<file path="config.mk">
export PLATFORM = sky130hd
export DESIGN_NAME = tlfdac_top
export DESIGN_NICKNAME = d
export VERILOG_FILES = /design/src/rtl/tlfdac_pkg.sv /design/src/rtl/tlfdac_limit_cmp.sv /design/src/rtl/tlfdac_top.sv
export SDC_FILE = /design/constraint.sdc
export NUM_CORES = 1
export LEC_CHECK = 0
export ABC_AREA = 1
export BUFFER_PORTS_ARGS = -buffer_cell sky130_fd_sc_hd__buf_2
export CORE_ASPECT_RATIO = 2
export CORE_MARGIN = 2
export CORE_UTILIZATION = 50
export CTS_BUF_LIST = sky130_fd_sc_hd__clkbuf_8
export CTS_CLUSTER_SIZE = 16
export DETAILED_ROUTE_END_ITERATION = 8
export GPL_TIMING_DRIVEN = 1
export PLACE_DENSITY = 0.72
export SLEW_MARGIN = 40
export SYNTH_ARGS = -nofsm -noshare
export SYNTH_HDL_FRONTEND = slang
export SYNTH_HIERARCHICAL = 1
export SYNTH_SLANG_ARGS = --single-unit
</file>
<file path="constraint.sdc">
create_clock -name core_clk -period 5.9 [get_ports core_clk]
set_input_delay 0.295 -clock core_clk [delete_from_list [all_inputs] [get_ports core_clk]]
set_output_delay 0.295 -clock core_clk [all_outputs]
set_load 0.005 [all_outputs]
</file>
<file path="src/rtl/tlfdac_pkg.sv">
// constants and carrier types for the limit flag and thermal dac map block
// assumes one core clock domain; register accesses arrive already decoded from the serial port
`default_nettype none
package tlfdac_pkg;

  // ==========================================================================
  // register offsets
  localparam logic [7:0] ADDR_STATUS_FIRST   = 8'h00;
  localparam logic [7:0] ADDR_STATUS_SECOND  = 8'h01;
  localparam logic [7:0] ADDR_CTRL_FIRST     = 8'h18;
  localparam logic [7:0] ADDR_CTRL_THIRD     = 8'h1a;
  localparam logic [7:0] ADDR_DAC_SPAN       = 8'h1b;
  localparam logic [7:0] ADDR_MASK_FIRST     = 8'h1d;
  localparam logic [7:0] ADDR_MASK_SECOND    = 8'h1e;
  localparam logic [7:0] ADDR_INT_ZERO_OFF   = 8'h21;
  localparam logic [7:0] ADDR_EXT_ZERO_OFF   = 8'h22;
  localparam logic [7:0] ADDR_VDD_HIGH       = 8'h23;
  localparam logic [7:0] ADDR_VDD_LOW        = 8'h24;
  localparam logic [7:0] ADDR_INT_HIGH       = 8'h25;
  localparam logic [7:0] ADDR_INT_LOW        = 8'h26;
  localparam logic [7:0] ADDR_EXT_HIGH       = 8'h27;
  localparam logic [7:0] ADDR_EXT_LOW        = 8'h28;

  // ==========================================================================
  // reset values
  localparam logic [7:0] RST_ZERO            = 8'h00;
  localparam logic [7:0] RST_ZERO_OFF        = 8'hd8;
  localparam logic [7:0] RST_VDD_HIGH        = 8'hc9;
  localparam logic [7:0] RST_VDD_LOW         = 8'h62;
  localparam logic [7:0] RST_INT_HIGH        = 8'h64;
  localparam logic [7:0] RST_INT_LOW         = 8'hc9;
  localparam logic [7:0] RST_EXT_HIGH        = 8'hff;
  localparam logic [7:0] RST_EXT_LOW         = 8'h00;

  // ==========================================================================
  // field positions
  localparam int BIT_INT_HIGH      = 0;   // status/mask first
  localparam int BIT_INT_LOW       = 1;
  localparam int BIT_EXT_HIGH      = 2;
  localparam int BIT_EXT_LOW       = 3;
  localparam int BIT_EXT_FAULT     = 4;
  localparam int BIT_VDD_RANGE     = 4;   // status/mask second
  localparam int BIT_RES10         = 1;   // control third
  localparam int BIT_THERM_A       = 5;
  localparam int BIT_THERM_B       = 6;
  localparam int BIT_SPAN_A        = 0;   // dac span config
  localparam int BIT_SPAN_B        = 1;
  localparam int BIT_INT_POL_HIGH  = 6;   // control first: 1 = interrupt active high

  localparam logic [7:0] MASK_FIRST_USED  = 8'h1f;
  localparam logic [7:0] MASK_SECOND_USED = 8'h10;

  // dac code limits
  localparam logic [9:0] DAC_FULL_10 = 10'h3ff;
  localparam logic [9:0] DAC_FULL_8  = 10'h0ff;

  // ==========================================================================
  // carriers
  typedef struct packed {
    logic       rd;      // one-cycle read strobe
    logic       wr;      // one-cycle write strobe
    logic [7:0] addr;
    logic [7:0] wdata;
  } tlfdac_req_s;

  typedef struct packed {
    logic       load;    // one-cycle pulse: new code valid
    logic [9:0] code;    // right-aligned; 8-bit mode uses [7:0]
  } tlfdac_dac_s;

endpackage
`default_nettype wire

</file>
<file path="src/rtl/tlfdac_limit_cmp.sv">
// one limit comparator: upper eight result bits against an 8-bit high and low limit
// assumes result and valid come from logic on the same clock
`default_nettype none
module tlfdac_limit_cmp #(
  parameter bit SIGNED_CMP = 1'b1
) (
  input  wire logic [9:0] result,
  input  wire logic       valid,
  input  wire logic [7:0] limit_high,
  input  wire logic [7:0] limit_low,
  output logic            above,
  output logic            below
);

  logic signed [8:0] res_s;
  logic signed [8:0] high_s;
  logic signed [8:0] low_s;

  // ==========================================================================
  // widths differ, so the two fraction bits are dropped before comparing
  always_comb begin
    if (SIGNED_CMP) begin
      res_s  = {result[9], result[9:2]};
      high_s = {limit_high[7], limit_high};
      low_s  = {limit_low[7], limit_low};
    end else begin
      res_s  = {1'b0, result[9:2]};        // supply result is unsigned
      high_s = {1'b0, limit_high};
      low_s  = {1'b0, limit_low};
    end
    above = valid & (res_s > high_s);
    below = valid & (res_s < low_s);
  end

endmodule
`default_nettype wire

</file>
<file path="src/rtl/tlfdac_top.sv">
// limit flags, interrupt output and thermal dac code mapping
// assumes the serial port decoder delivers one-cycle read/write strobes on core_clk
// and the measurement sequencer delivers results with one-cycle done pulses
//
// Functional notes
// - temperatures are 10-bit two's complement, quarter degree per code
// - internal, external and supply results compared against high and low limits
// - 8-bit limits compared against 10-bit results
// - unmasked out-of-limit results set flags in the two status registers
// - any active flag drives interrupt at the programmed polarity
// - control bits 5 and 6 route internal to dac a, external to dac b
// - thermal dac code reloads on each completed temperature measurement
// - one code is 1 degree at 8 bits, quarter degree at 10 bits
// - resolution defaults to 8 bits; control bit 1 selects 10 bits
// - span config bit 0 doubles dac a span, bit 1 dac b
// - internal zero offset at 21h sets zero-code temperature, reset minus forty
// - zero offset registers are 8 bits, 1 degree resolution
// - dac code saturates at full scale above span top
// - dac code is temperature minus zero-point temperature
// - status registers clear on host read or software reset
// - first status bits: int high, int low, ext high, ext low, sensor fault
// - second status bit 4 flags supply outside its limits
`default_nettype none
module tlfdac_top
  import tlfdac_pkg::*;
(
  input  wire logic        core_clk,
  input  wire logic        rst_b,
  input  wire tlfdac_req_s reg_req,
  output tlfdac_dac_s      dac_a,
  output tlfdac_dac_s      dac_b,
  output logic [7:0]       reg_rdata,
  output logic             int_out,
  output logic             dac_a_double_span,
  output logic             dac_b_double_span,
  output logic             dac_res10,
  input  wire logic [9:0]  int_temp,
  input  wire logic        int_temp_done,
  input  wire logic [9:0]  ext_temp,
  input  wire logic        ext_temp_done,
  input  wire logic [9:0]  vdd_result,
  input  wire logic        vdd_done,
  input  wire logic        ext_fault,
  input  wire logic        sw_reset
);

  // ==========================================================================
  // reset release
  logic       rst_meta_b;
  logic       rst_sync_b;

  // release is synchronised so that no flop leaves reset a cycle apart from another
  always_ff @(posedge core_clk or negedge rst_b) begin
    if (!rst_b) begin
      rst_meta_b <= 1'b0;
      rst_sync_b <= 1'b0;
    end else begin
      rst_meta_b <= 1'b1;
      rst_sync_b <= rst_meta_b;
    end
  end

  // ==========================================================================
  // writable registers
  logic [7:0] ctrl_first,    next_ctrl_first;
  logic [7:0] ctrl_third,    next_ctrl_third;
  logic [7:0] span_cfg,      next_span_cfg;
  logic [7:0] mask_first,    next_mask_first;
  logic [7:0] mask_second,   next_mask_second;
  logic [7:0] int_zero_off,  next_int_zero_off;
  logic [7:0] ext_zero_off,  next_ext_zero_off;
  logic [7:0] vdd_high,      next_vdd_high;
  logic [7:0] vdd_low,       next_vdd_low;
  logic [7:0] int_high,      next_int_high;
  logic [7:0] int_low,       next_int_low;
  logic [7:0] ext_high,      next_ext_high;
  logic [7:0] ext_low,       next_ext_low;

  // write decode; offsets are stored raw, software does the encoding
  always_comb begin
    next_ctrl_first   = ctrl_first;
    next_ctrl_third   = ctrl_third;
    next_span_cfg     = span_cfg;
    next_mask_first   = mask_first;
    next_mask_second  = mask_second;
    next_int_zero_off = int_zero_off;
    next_ext_zero_off = ext_zero_off;
    next_vdd_high     = vdd_high;
    next_vdd_low      = vdd_low;
    next_int_high     = int_high;
    next_int_low      = int_low;
    next_ext_high     = ext_high;
    next_ext_low      = ext_low;
    if (reg_req.wr) begin
      unique case (reg_req.addr)
        ADDR_CTRL_FIRST:   next_ctrl_first   = reg_req.wdata;
        ADDR_CTRL_THIRD:   next_ctrl_third   = reg_req.wdata;
        ADDR_DAC_SPAN:     next_span_cfg     = reg_req.wdata;
        ADDR_MASK_FIRST:   next_mask_first   = reg_req.wdata;
        ADDR_MASK_SECOND:  next_mask_second  = reg_req.wdata;
        ADDR_INT_ZERO_OFF: next_int_zero_off = reg_req.wdata;
        ADDR_EXT_ZERO_OFF: next_ext_zero_off = reg_req.wdata;
        ADDR_VDD_HIGH:     next_vdd_high     = reg_req.wdata;
        ADDR_VDD_LOW:      next_vdd_low      = reg_req.wdata;
        ADDR_INT_HIGH:     next_int_high     = reg_req.wdata;
        ADDR_INT_LOW:      next_int_low      = reg_req.wdata;
        ADDR_EXT_HIGH:     next_ext_high     = reg_req.wdata;
        ADDR_EXT_LOW:      next_ext_low      = reg_req.wdata;
        default:           ;                                    // read-only or unmapped
      endcase
    end
  end

  always_ff @(posedge core_clk or negedge rst_sync_b) begin
    if (!rst_sync_b) begin
      ctrl_first   <= RST_ZERO;
      ctrl_third   <= RST_ZERO;
      span_cfg     <= RST_ZERO;
      mask_first   <= RST_ZERO;
      mask_second  <= RST_ZERO;
      int_zero_off <= RST_ZERO_OFF;
      ext_zero_off <= RST_ZERO_OFF;
      vdd_high     <= RST_VDD_HIGH;
      vdd_low      <= RST_VDD_LOW;
      int_high     <= RST_INT_HIGH;
      int_low      <= RST_INT_LOW;
      ext_high     <= RST_EXT_HIGH;
      ext_low      <= RST_EXT_LOW;
    end else begin
      ctrl_first   <= next_ctrl_first;
      ctrl_third   <= next_ctrl_third;
      span_cfg     <= next_span_cfg;
      mask_first   <= next_mask_first;
      mask_second  <= next_mask_second;
      int_zero_off <= next_int_zero_off;
      ext_zero_off <= next_ext_zero_off;
      vdd_high     <= next_vdd_high;
      vdd_low      <= next_vdd_low;
      int_high     <= next_int_high;
      int_low      <= next_int_low;
      ext_high     <= next_ext_high;
      ext_low      <= next_ext_low;
    end
  end

  // ==========================================================================
  // limit comparators
  logic int_above, int_below;
  logic ext_above, ext_below;
  logic vdd_above, vdd_below;

  tlfdac_limit_cmp #(.SIGNED_CMP(1'b1)) u_cmp_int (
    .result     (int_temp),
    .valid      (int_temp_done),
    .limit_high (int_high),
    .limit_low  (int_low),
    .above      (int_above),
    .below      (int_below)
  );

  tlfdac_limit_cmp #(.SIGNED_CMP(1'b1)) u_cmp_ext (
    .result     (ext_temp),
    .valid      (ext_temp_done),
    .limit_high (ext_high),
    .limit_low  (ext_low),
    .above      (ext_above),
    .below      (ext_below)
  );

  tlfdac_limit_cmp #(.SIGNED_CMP(1'b0)) u_cmp_vdd (
    .result     (vdd_result),
    .valid      (vdd_done),
    .limit_high (vdd_high),
    .limit_low  (vdd_low),
    .above      (vdd_above),
    .below      (vdd_below)
  );

  // ==========================================================================
  // sticky status flags and interrupt
  logic [7:0] status_first,  next_status_first;
  logic [7:0] status_second, next_status_second;
  logic [7:0] set_first;
  logic [7:0] set_second;
  logic       clr_first;
  logic       clr_second;
  logic       next_int_out;

  // a set in the clearing cycle survives, so no event is lost to a read
  always_comb begin
    set_first                = 8'h00;
    set_first[BIT_INT_HIGH]  = int_above;
    set_first[BIT_INT_LOW]   = int_below;
    set_first[BIT_EXT_HIGH]  = ext_above;
    set_first[BIT_EXT_LOW]   = ext_below;
    set_first[BIT_EXT_FAULT] = ext_fault;
    set_first                = set_first & ~mask_first & MASK_FIRST_USED;
    set_second                = 8'h00;
    set_second[BIT_VDD_RANGE] = vdd_above | vdd_below;
    set_second                = set_second & ~mask_second & MASK_SECOND_USED;
    clr_first  = sw_reset | (reg_req.rd && reg_req.addr == ADDR_STATUS_FIRST);
    clr_second = sw_reset | (reg_req.rd && reg_req.addr == ADDR_STATUS_SECOND);
    next_status_first  = (clr_first ? 8'h00 : status_first) | set_first;
    next_status_second = (clr_second ? 8'h00 : status_second) | set_second;
    // pin updates on the same edge as the flags, polarity from control first
    next_int_out = ((|next_status_first) | (|next_status_second))
                   ~^ ctrl_first[BIT_INT_POL_HIGH];
  end

  always_ff @(posedge core_clk or negedge rst_sync_b) begin
    if (!rst_sync_b) begin
      status_first  <= RST_ZERO;
      status_second <= RST_ZERO;
      int_out       <= 1'b1;    // idle with default active-low polarity
    end else begin
      status_first  <= next_status_first;
      status_second <= next_status_second;
      int_out       <= next_int_out;
    end
  end

  // ==========================================================================
  // read path; answer registered, one cycle after the strobe
  logic [7:0] next_reg_rdata;

  always_comb begin
    next_reg_rdata = reg_rdata;
    if (reg_req.rd) begin
      unique case (reg_req.addr)
        ADDR_STATUS_FIRST:  next_reg_rdata = status_first;
        ADDR_STATUS_SECOND: next_reg_rdata = status_second;
        ADDR_CTRL_FIRST:    next_reg_rdata = ctrl_first;
        ADDR_CTRL_THIRD:    next_reg_rdata = ctrl_third;
        ADDR_DAC_SPAN:      next_reg_rdata = span_cfg;
        ADDR_MASK_FIRST:    next_reg_rdata = mask_first;
        ADDR_MASK_SECOND:   next_reg_rdata = mask_second;
        ADDR_INT_ZERO_OFF:  next_reg_rdata = int_zero_off;
        ADDR_EXT_ZERO_OFF:  next_reg_rdata = ext_zero_off;
        ADDR_VDD_HIGH:      next_reg_rdata = vdd_high;
        ADDR_VDD_LOW:       next_reg_rdata = vdd_low;
        ADDR_INT_HIGH:      next_reg_rdata = int_high;
        ADDR_INT_LOW:       next_reg_rdata = int_low;
        ADDR_EXT_HIGH:      next_reg_rdata = ext_high;
        ADDR_EXT_LOW:       next_reg_rdata = ext_low;
        default:            next_reg_rdata = 8'h00;   // unmapped reads zero
      endcase
    end
  end

  always_ff @(posedge core_clk or negedge rst_sync_b) begin
    if (!rst_sync_b) begin
      reg_rdata <= RST_ZERO;
    end else begin
      reg_rdata <= next_reg_rdata;
    end
  end

  // ==========================================================================
  // thermal dac mapping
  // temperature is in quarter degrees, offset in whole degrees, so the offset
  // is scaled by four before subtracting; 12 bits cover the worst difference
  function automatic logic [9:0] therm_code(input logic [9:0] temp,
                                           input logic [7:0] zero_off,
                                           input logic       res10);
    logic signed [11:0] diff;
    logic        [9:0]  code;
    diff = $signed({temp[9], temp[9], temp})
         - $signed({zero_off[7], zero_off[7], zero_off, 2'b00});
    if (diff < 0) begin
      code = 10'h000;
    end else if (res10) begin
      code = (diff > $signed({2'b00, DAC_FULL_10})) ? DAC_FULL_10 : diff[9:0];
    end else begin
      // 8-bit mode drops the quarter bits: one code per degree
      code = (diff[11:2] > DAC_FULL_8) ? DAC_FULL_8 : {2'b00, diff[9:2]};
    end
    return code;
  endfunction

  tlfdac_dac_s next_dac_a;
  tlfdac_dac_s next_dac_b;
  logic        next_dac_res10;

  // codes only move when a fresh result arrives, otherwise they hold
  always_comb begin
    next_dac_res10  = ctrl_third[BIT_RES10];
    next_dac_a.load = int_temp_done & ctrl_third[BIT_THERM_A];
    next_dac_b.load = ext_temp_done & ctrl_third[BIT_THERM_B];
    next_dac_a.code = next_dac_a.load ? therm_code(int_temp, int_zero_off, next_dac_res10) : dac_a.code;
    next_dac_b.code = next_dac_b.load ? therm_code(ext_temp, ext_zero_off, next_dac_res10) : dac_b.code;
  end

  always_ff @(posedge core_clk or negedge rst_sync_b) begin
    if (!rst_sync_b) begin
      dac_a             <= '0;
      dac_b             <= '0;
      dac_res10         <= 1'b0;
      dac_a_double_span <= 1'b0;
      dac_b_double_span <= 1'b0;
    end else begin
      dac_a             <= next_dac_a;
      dac_b             <= next_dac_b;
      dac_res10         <= next_dac_res10;
      dac_a_double_span <= span_cfg[BIT_SPAN_A];
      dac_b_double_span <= span_cfg[BIT_SPAN_B];
    end
  end

endmodule
`default_nettype wire

</file>
Word level (Yosys, flattened, before mapping)
Cells that the tools add are included.

word-level totals
  output and inout port bits = 34
  register bits after elaboration = 156
  logic and storage cells = 102
  bits of input ports = 55

cells by class
  $add $sub $neg = 2
  order comparisons = 12
  mux-type cells = 11
  reduce and logical (&&, ||, !) cells = 18
  bitwise operators = 19
  eq/ne operators = 14

operator list
  operator                                                         number
  case mux 8 bit (15 select lines)                                 1
  == test 8 x 6 -> 1 bit (second input constant)                   8
  two-way mux 10 bit                                               6
  == test 8 x 5 -> 1 bit (second input constant)                   5
  two-way mux 8 bit                                                4
  AND reduction 2 bit                                              13
  greater-than comparator 8 bit                                    3
  less-than comparator 8 bit                                       3
  greater-than comparator 11 bit (second input constant)           2
  less-than comparator 11 x 1 -> 1 bit (second input constant)     2
  subtractor 10 x 10 -> 11 bit                                     2
  greater-than comparator 10 x 8 -> 1 bit (second input constant)  2
  bitwise OR 8 x 5 -> 8 bit                                        2
  OR reduction 8 bit                                               2
  AND 5 bit                                                        2
  inverter 5 bit                                                   2
  AND 1 bit                                                        8
  == test 8 x 1 -> 1 bit (second input constant)                   1
  zero test 8 bit                                                  1
  bitwise OR 1 bit                                                 4
  logical AND 1 bit                                                2
  bitwise XNOR 1 bit                                               1

Depth between registers and ports, before layout
Gate-level depths: netlist of the first run.

  depth after elaboration = 8
  depth in mapped cells = 18
  depth with buffers taken out = 18

Cells and area by module
The synthesis of the first run kept the hierarchy.

modules (own cells, without submodules)
  module                             times used  cells each  area each (um^2)  seq. area each (um^2)
  tlfdac_top                         1           909         7678.6            3942.5
  tlfdac_limit_cmp at u_cmp_ext ...  2           75          447.9             0.0
  tlfdac_limit_cmp at u_cmp_vdd      1           72          424.2             0.0

Least setup slack after synthesis of the first run
Ideal clock, no wire load.

  path kind = flip-flop to flip-flop
  from = reg int_zero_off[0]
  to = reg dac_a[5] (netlist name)
  library setup time = 66 ps
  data arrival time = 1890 ps
  slack = 3944 ps
  cell stages (with the launch flop) = 12
  path buffers = 0
  data required time = 5834 ps
  period minus slack after synthesis = 1956 ps
  path through = dfrtp_1 -> ha_1 -> fa_1 -> o21ai_0 -> nand2_1 -> nor2_1 -> nand3_1 -> nand2_2 -> nand2_1 -> a21oi_1 -> nand2_1 -> nand2_1

on the way
  longest elaborated chain between the ends = 5
  elaborated cells on any way between the ends = 8
  classes of those cells = add/sub (1); order compare (3); mux (4)

ends and longest elaborated chain
  element                                                                                    line                                  RTL
  start, declared                                                                            tlfdac_top.sv:70                      logic [7:0] int_zero_off, next_int_zero_off;
  start signal, assigned                                                                     tlfdac_top.sv:135                     int_zero_off <= next_int_zero_off;
  subtractor 10 x 10 -> 11 bit *                                                             tlfdac_top.sv:268                     - $signed({zero_off[7], zero_off[7], zero_off, 2'b00});
  greater-than comparator 11 bit or greater-than comparator 10 x 8 -> 1 bit (tied branches)  tlfdac_top.sv:272, tlfdac_top.sv:275
  two-way mux 10 bit or two-way mux 8 bit (tied branches)                                    tlfdac_top.sv:272, tlfdac_top.sv:275
  two-way mux 10 bit                                                                         tlfdac_top.sv:271                     end else if (res10) begin
  two-way mux 10 bit *                                                                       tlfdac_top.sv:269                     if (diff < 0) begin
  end signal, assigned                                                                       tlfdac_top.sv:301                     dac_a <= next_dac_a;
  end, declared                                                                              tlfdac_top.sv:30                      output tlfdac_dac_s dac_a,

Every way passes the cells marked *; elsewhere a longest branch is shown, timed or not.
A chain may end at the register's enable or synchronous reset.

Worst setup path in the final report of the first run
  from = reg int_low[7]
  to = reg int_out

on the way
  longest elaborated chain between the ends = 7

ends and longest elaborated chain
  element                         line                    RTL
  start, declared                 tlfdac_top.sv:75        logic [7:0] int_low, next_int_low;
  start signal, assigned          tlfdac_top.sv:140       int_low <= next_int_low;
  less-than comparator 8 bit      tlfdac_limit_cmp.sv:32  below = valid & (res_s < low_s);
  AND 1 bit                       tlfdac_limit_cmp.sv:32
  named net int_below             tlfdac_top.sv:148       logic int_above, int_below;
  AND 5 bit                       tlfdac_top.sv:197       set_first = set_first & ~mask_first & MASK_FIRST_USED;
  bitwise OR 8 x 5 -> 8 bit       tlfdac_top.sv:203       next_status_first = (clr_first ? 8'h00 : status_first) | set_first;
  named net next_status_first[1]  tlfdac_top.sv:181       logic [7:0] status_first, next_status_first;
  OR reduction 8 bit              tlfdac_top.sv:206       next_int_out = ((|next_status_first) | (|next_status_second))
  bitwise OR 1 bit                tlfdac_top.sv:206
  bitwise XNOR 1 bit              tlfdac_top.sv:206
  named net next_int_out          tlfdac_top.sv:187       logic next_int_out;
  end signal, assigned            tlfdac_top.sv:218       int_out <= next_int_out;
  end, declared                   tlfdac_top.sv:33        output logic int_out,

The timed path passes the listed nets, and every way through them passes these cells.

==> results of run 1 <==
[stage by stage]
stage	cell area (sq um)	utilization, %	hold WS (ns)
floorplan	9000	-	-0.000591
global placement	9540	53.9	0.0806
detailed placement	9540	53.9	0.0830
CTS	10000	56.6	0.0518
global route	10000	56.6	0.0659
finish	10000	56.6	0.0649
[critical path, delay by kind of cell, from the launching register on]
kind | cells | cell delay, ns
fa+ha+maj | 1 | 0.30
flops | 1 | 0.57
simple gates | 13 | 1.10
buf+inv | 2 | 0.09
compound gates | 1 | 0.17
[timing repair]
item	4_1_cts	5_1_grt
endpoints found under the hold margin	2	0
endpoints found under the setup margin	0	0
hold buffers	1	0
[kinds of logic after synthesis]
family | count (synthesis)
compound gates | 175
other cells | 1
simple gates | 568
buf+inv | 160
fa+ha+maj | 63
xor+xnor | 8
flops | 156
[path summary, 6_finish.rpt]
kind	to	cells after the start
setup / recovery	int_out	17
hold / removal	status_first[4]	3
setup reg to reg	int_out	17
hold reg to reg	span_cfg[0]	0
max in group asynchronous	dac_b[4]	1
min in group asynchronous	rst_sync_b	2
[report_power, final]
group	internal (uW)	leakage, uW	total (uW)	switching (uW)
Combinational	132	0.00261	343	211
Sequential	1140	0.00202	1190	49.1
Clock	529	0.000233	953	423
[final cells by class]
cell class,instances,share of cell area [%]
clock buffers,19,2.61
clock inverters,13,2.10
inverters,131,4.90
multi-input cells,815,43.8
flip-flops and latches,156,39.4
well taps,213,2.66
repair buffers,89,4.62
[cells in the final DEF, fill, tap and decap left out, types with 10 or more instances in the layout]
master and n:
buf_2 86, a22o_1 10, dfstp_2 31, inv_1 123
o21ai_0 77, dfrtp_1 124, nand2_2 17, nand4_1 31
a21oi_1 24, clkbuf_8 19, nand3_1 48, ha_1 61
nand2_1 377, nor2_1 60, o21ai_1 42
[per-layer routing]
metal | GRT usage [%] | part of all wire, % | vias to the layer above
li1 | - | - | 3824
met1 | 27.3 | 34 | 3706
met2 | 48.0 | 53 | 260
met3 | 3.86 | 4.2 | 108
met4 | 21.0 | 8.3 | 0
met5 | 0 | 0 | -
==> impl_metrics.env, run 1 <==
export IMPL_status="finished, final reports clean"
export IMPL_yosysMostFrequentCell="nand2_1"
export IMPL_viasPerCell=5.50
export IMPL_grt_remaining_overflow=0
export IMPL_finalHoldViolations=0
export IMPL_yosys_top_cells_area="dfrtp_1 35%, nand2_1 16%, dfstp_2 9.1%"
export IMPL_dr_pass1_iters=5
export IMPL_grt_pass1_vias=8001
export IMPL_r2r_setup_slack_ns=3.61
export IMPL_crit_chain="inv_1 -> ha_1 -> nand2_1 -> inv_1 -> nor2_1 -> o21a_1 -> nand3_2 -> nand2_1 -> nor2_1 -> nand2_1 -> nand2_1 -> nor2_1 -> nand2_1 -> nor2_1 -> nand2_1 -> nand2_1 -> nand2_1"
export IMPL_vias=7898
export IMPL_grt_antenna_before_repair=0
export IMPL_path_class="register to register"
export IMPL_crit_start="int_low[7]"
export IMPL_grt_pass1_wl_um=39900
export IMPL_synth_top_area_cell="dfrtp_1"
export IMPL_fmax_mhz=436
export IMPL_htreeDepth=4
export IMPL_path_clk_slew_ns=0.09
export IMPL_instances_no_fill=1436
export IMPL_core_area_sq_um=17700
export IMPL_timing_slew_headroom_pct=52.6
export IMPL_skew_ns=0.0139
export IMPL_synth_edf_count=0
export IMPL_syn_inst=1131
export IMPL_cellPowerDensity_nw_per_um2=248
export IMPL_ios=89
export IMPL_die_area_sq_um=19200
export IMPL_synth_nets=1249
export IMPL_cts_resized_gates=0
export IMPL_start_kind="register"
export IMPL_clock_sinks=156
export IMPL_post_place_ws_ns=3.62
export IMPL_drt_wl_total_um=25200
export IMPL_clk_latency_ns=0.47
export IMPL_fin_crit_sh_pct=38.9
export IMPL_reg_top3="dac_a (11), dac_b (11)"
export IMPL_synth_top_family_by_area="simple AND/OR/NAND/NOR gates"
export IMPL_hpwl_um=19100
export IMPL_grt_max_degree=76
export IMPL_setup_violations=0
export IMPL_r2r_start="int_low[7]"
export IMPL_endpoint_kind="register"
export IMPL_synthFlopType="dfrtp_1"
export IMPL_peakVddDrop_v=0.000210
export IMPL_dp_cells=1403
export IMPL_die_h_um=194
export IMPL_die_x_um=98.9
export IMPL_track_usage_pct=26.9
export IMPL_cts_inserted_buffers=17
export IMPL_portBuffers=86
export IMPL_synth_common_cells="377 x nand2_1, 125 x dfrtp_1, 123 x inv_1"
export IMPL_synth_seq_area_share_pct=43.8
export IMPL_synth_simple_area_share_pct=28.3
export IMPL_synth_xor_area_share_pct=0.779
export IMPL_synth_mux_area_share_pct=0
export IMPL_max_slew_worst_pin_slew_ns=0.710
export IMPL_netlist_cell_type_count=37
export IMPL_synth_area_per_cell_sq_um=7.96
export IMPL_post_cts_setup_buffers=0
export IMPL_ant_nets=0
export IMPL_ys_warn_count=6
export IMPL_setup_tns_final_ns=0
export IMPL_min_period_ns=2.29
export IMPL_core_rowCount=69
export IMPL_max_stage_delay_ns=0.57
export IMPL_cp_common_cell="nand2_1"
export IMPL_cp_max_fo=3
export IMPL_fin_ws_ns=3.61
export IMPL_register_area_sq_um=3950
export IMPL_area_growth_pct=11.4
export IMPL_final_layout_size_suffix_gt1_share_pct=17.1
export IMPL_synth_fa_ha_area_share_pct=8.93
export IMPL_synth_area_sq_um=9000
export IMPL_cts_buffer_depth=2
export IMPL_antenna_cells=0
export IMPL_crit_arrival_ns=2.69
export IMPL_maxCapViolCount=0
export IMPL_drtIter0Drc=573
export IMPL_rsz0062_at_grt="no"
export IMPL_initial_core_util_pct=50.8
export IMPL_synth_top_area_share_pct=34.8
export IMPL_async_reset_ff_share_pct=100
export IMPL_hp_start="ext_fault"
export IMPL_fill_cells=1656
export IMPL_crit_slowest_cell="dfstp_2"
export IMPL_required_ns=6.29
export IMPL_cts_tree="yes"
export IMPL_root_buffer="clkbuf_8"
export IMPL_ys_seq_elements=156
export IMPL_multiInputGateArea_sq_um=4390
export IMPL_synth_compound_area_share_pct=10.7
export IMPL_finalPower_uw=2490
export IMPL_maxSlewViolCount=0
export IMPL_nets=1328
export IMPL_leakagePower_uw=0.00486
export IMPL_hold_class="input pin to register"
export IMPL_place_gp_congestion=0.942
export IMPL_drcViolationCount=0
export IMPL_wl_per_cell_um=17.5
Note: power is estimated with default switching activity, not from simulation.
==> run 2: changes to the inputs <==
Clock period 5.9 ns to 2.11 ns, I/O delays scaled along.
==> impl_metrics.env, run 2 (synthesis results as in run 1) <==
export IMPL_status="finished, final reports clean"
export IMPL_die_x_um=98.9
export IMPL_maxCapViolCount=0
export IMPL_die_area_sq_um=19200
export IMPL_clock_sinks=156
export IMPL_grt_max_degree=66
export IMPL_setup_tns_final_ns=0
export IMPL_fin_crit_sh_pct=99.6
export IMPL_cp_buffers_inverters=1
export IMPL_viasPerCell=5.50
export IMPL_cp_common_cell="nand2_1"
export IMPL_setup_violations=0
export IMPL_antenna_cells=0
export IMPL_drcViolationCount=0
export IMPL_core_rowCount=69
export IMPL_die_h_um=194
export IMPL_leakagePower_uw=0.00505
export IMPL_cts_tree="yes"
export IMPL_grt_pass1_wl_um=40200
export IMPL_skew_ns=0.0160
export IMPL_cts_buffer_depth=2
export IMPL_fmax_mhz=476
export IMPL_utilization_pct=59.4
export IMPL_portBuffers=86
export IMPL_initial_core_util_pct=50.8
export IMPL_dr_pass1_iters=5
export IMPL_crit_slowest_cell="dfstp_2"
export IMPL_post_place_ws_ns=-0.00595
export IMPL_place_area_sq_um=9700
export IMPL_clk_latency_ns=0.47
export IMPL_finalHoldViolations=0
export IMPL_finalPower_uw=6840
export IMPL_peakVddDrop_v=0.000398
export IMPL_reg_top3="dac_a (11), dac_b (11)"
export IMPL_timing_slew_headroom_pct=51.0
export IMPL_htreeDepth=4
export IMPL_max_slew_worst_pin_slew_ns=0.735
export IMPL_grt_remaining_overflow=0
export IMPL_area_growth_pct=16.8
export IMPL_core_area_sq_um=17700
export IMPL_cts_inserted_buffers=17
export IMPL_path_class="register to register"
export IMPL_hpwl_um=19300
export IMPL_cellPowerDensity_nw_per_um2=650
export IMPL_grt_antenna_before_repair=0
export IMPL_nets=1363
export IMPL_min_period_ns=2.10
export IMPL_crit_arrival_ns=2.49
export IMPL_path_delay_family="simple AND/OR/NAND/NOR gates"
export IMPL_required_ns=2.50
export IMPL_drt_wl_total_um=25900
export IMPL_crit_chain="inv_1 -> ha_1 -> a21oi_2 -> nor2_1 -> nor3_1 -> nand3_1 -> nand2_1 -> nor2_2 -> nand2_1 -> nand2_1 -> nor2_1 -> nand2_1 -> nor2_2 -> nand2_1 -> nand2_1 -> nand2_1"
export IMPL_ant_nets=0
export IMPL_layout_commonest_cell="nand2_1"
export IMPL_drtIter0Drc=746
export IMPL_vias=8095
export IMPL_track_usage_pct=27.2
export IMPL_final_area_sq_um=10500
export IMPL_layout_common_cells="365 x nand2_1, 124 x dfrtp_1, 123 x inv_1"
export IMPL_hold_class="input pin to register"
export IMPL_root_buffer="clkbuf_8"
export IMPL_wl_per_cell_um=17.6
export IMPL_rsz0062_at_grt="yes"
export IMPL_ios=89
export IMPL_endpoint_kind="register"
export IMPL_start_kind="register"
export IMPL_path_clk_slew_ns=0.09
export IMPL_cp_max_fo=2
export IMPL_maxSlewViolCount=0
export IMPL_fin_ws_ns=0.00745
export IMPL_final_layout_size_suffix_gt1_share_pct=22.7
export IMPL_max_stage_delay_ns=0.54
export IMPL_grt_pass1_vias=8120
export IMPL_place_gp_congestion=0.917
[run 2: cell types whose count changed in the layout (fill, tap and decap cells not counted), moves of 11 or more]
cell / previous run / this run
a21oi_1: 24 / 13
a21oi_2: 2 / 13
buf_4: 0 / 29
nand2_1: 377 / 365
nand2_2: 17 / 29
[run 2: where the power goes]
group	internal (uW)	switching (uW)	leakage [uW]	total (uW)
Sequential	3200	136	0.00202	3330
Combinational	456	648	0.00280	1100
Clock	1260	1140	0.000225	2400
Total	4910	1930	0.00505	6840
[run 2: final cells by class]
type,instances,area [sq um]
fillers,1613,7190
multi-input cells,815,4620
flip-flops and latches,156,3950
repair buffers,124,758
inverters,131,492
clock buffers,20,275
well taps,213,267
clock inverters,12,148
[run 2: worst paths after layout]
path | start | slack (ns) | depth (start not counted) | end
max | ext_high[5] | 0.007 | 16 | int_out
min | reg_req[17] | 0.009 | 3 | reg_rdata[3]
max reg2reg | ext_high[5] | 0.007 | 16 | int_out
min reg2reg | rst_sync_b | 0.27 | 0 | span_cfg[4]
max in group asynchronous | rst_sync_b | 1.11 | 1 | ext_high[7]
min in group asynchronous | rst_sync_b | 0.27 | 0 | span_cfg[4]
[run 2: worst reg2reg max path: stages (launching register included)]
cell and delay (ns):
dfstp_2 0.54, inv_1 0.04, ha_1 0.30, a21oi_2 0.14, nor2_1 0.07, nor3_1 0.15, nand3_1 0.09, nand2_1 0.10
nor2_2 0.04, nand2_1 0.06, nand2_1 0.06, nor2_1 0.09, nand2_1 0.07, nor2_2 0.09, nand2_1 0.07, nand2_1 0.06
nand2_1 0.06
[run 2: stage by stage]
| stage | hold slack (ns) | std cells |
|---|---|---|
| after floorplan | -0.190 | 1131 |
| after global placement | -0.109 | 1421 |
| after detailed placement | -0.108 | 1421 |
| after CTS | 0.00332 | 1466 |
| after global routing | 0.0222 | 1471 |
| final | 0.00900 | 1471 |
[run 2: timing repair]
action	in CTS	in global routing
endpoints found under the setup margin	1	20
resized for setup	20	34
hold endpoints to repair	7	0
setup buffers	6	5
hold buffers	7	0
cloned	0	0
pin swaps	17	15
[run 2: routing by layer]
metal	track usage, %	vias to the layer above	wire length [um]
met5	0	-	0
met1	27.6	3771	8750
li1	-	3903	-
met4	21.9	0	2230
met3	3.42	121	1120
met2	48.3	300	13800
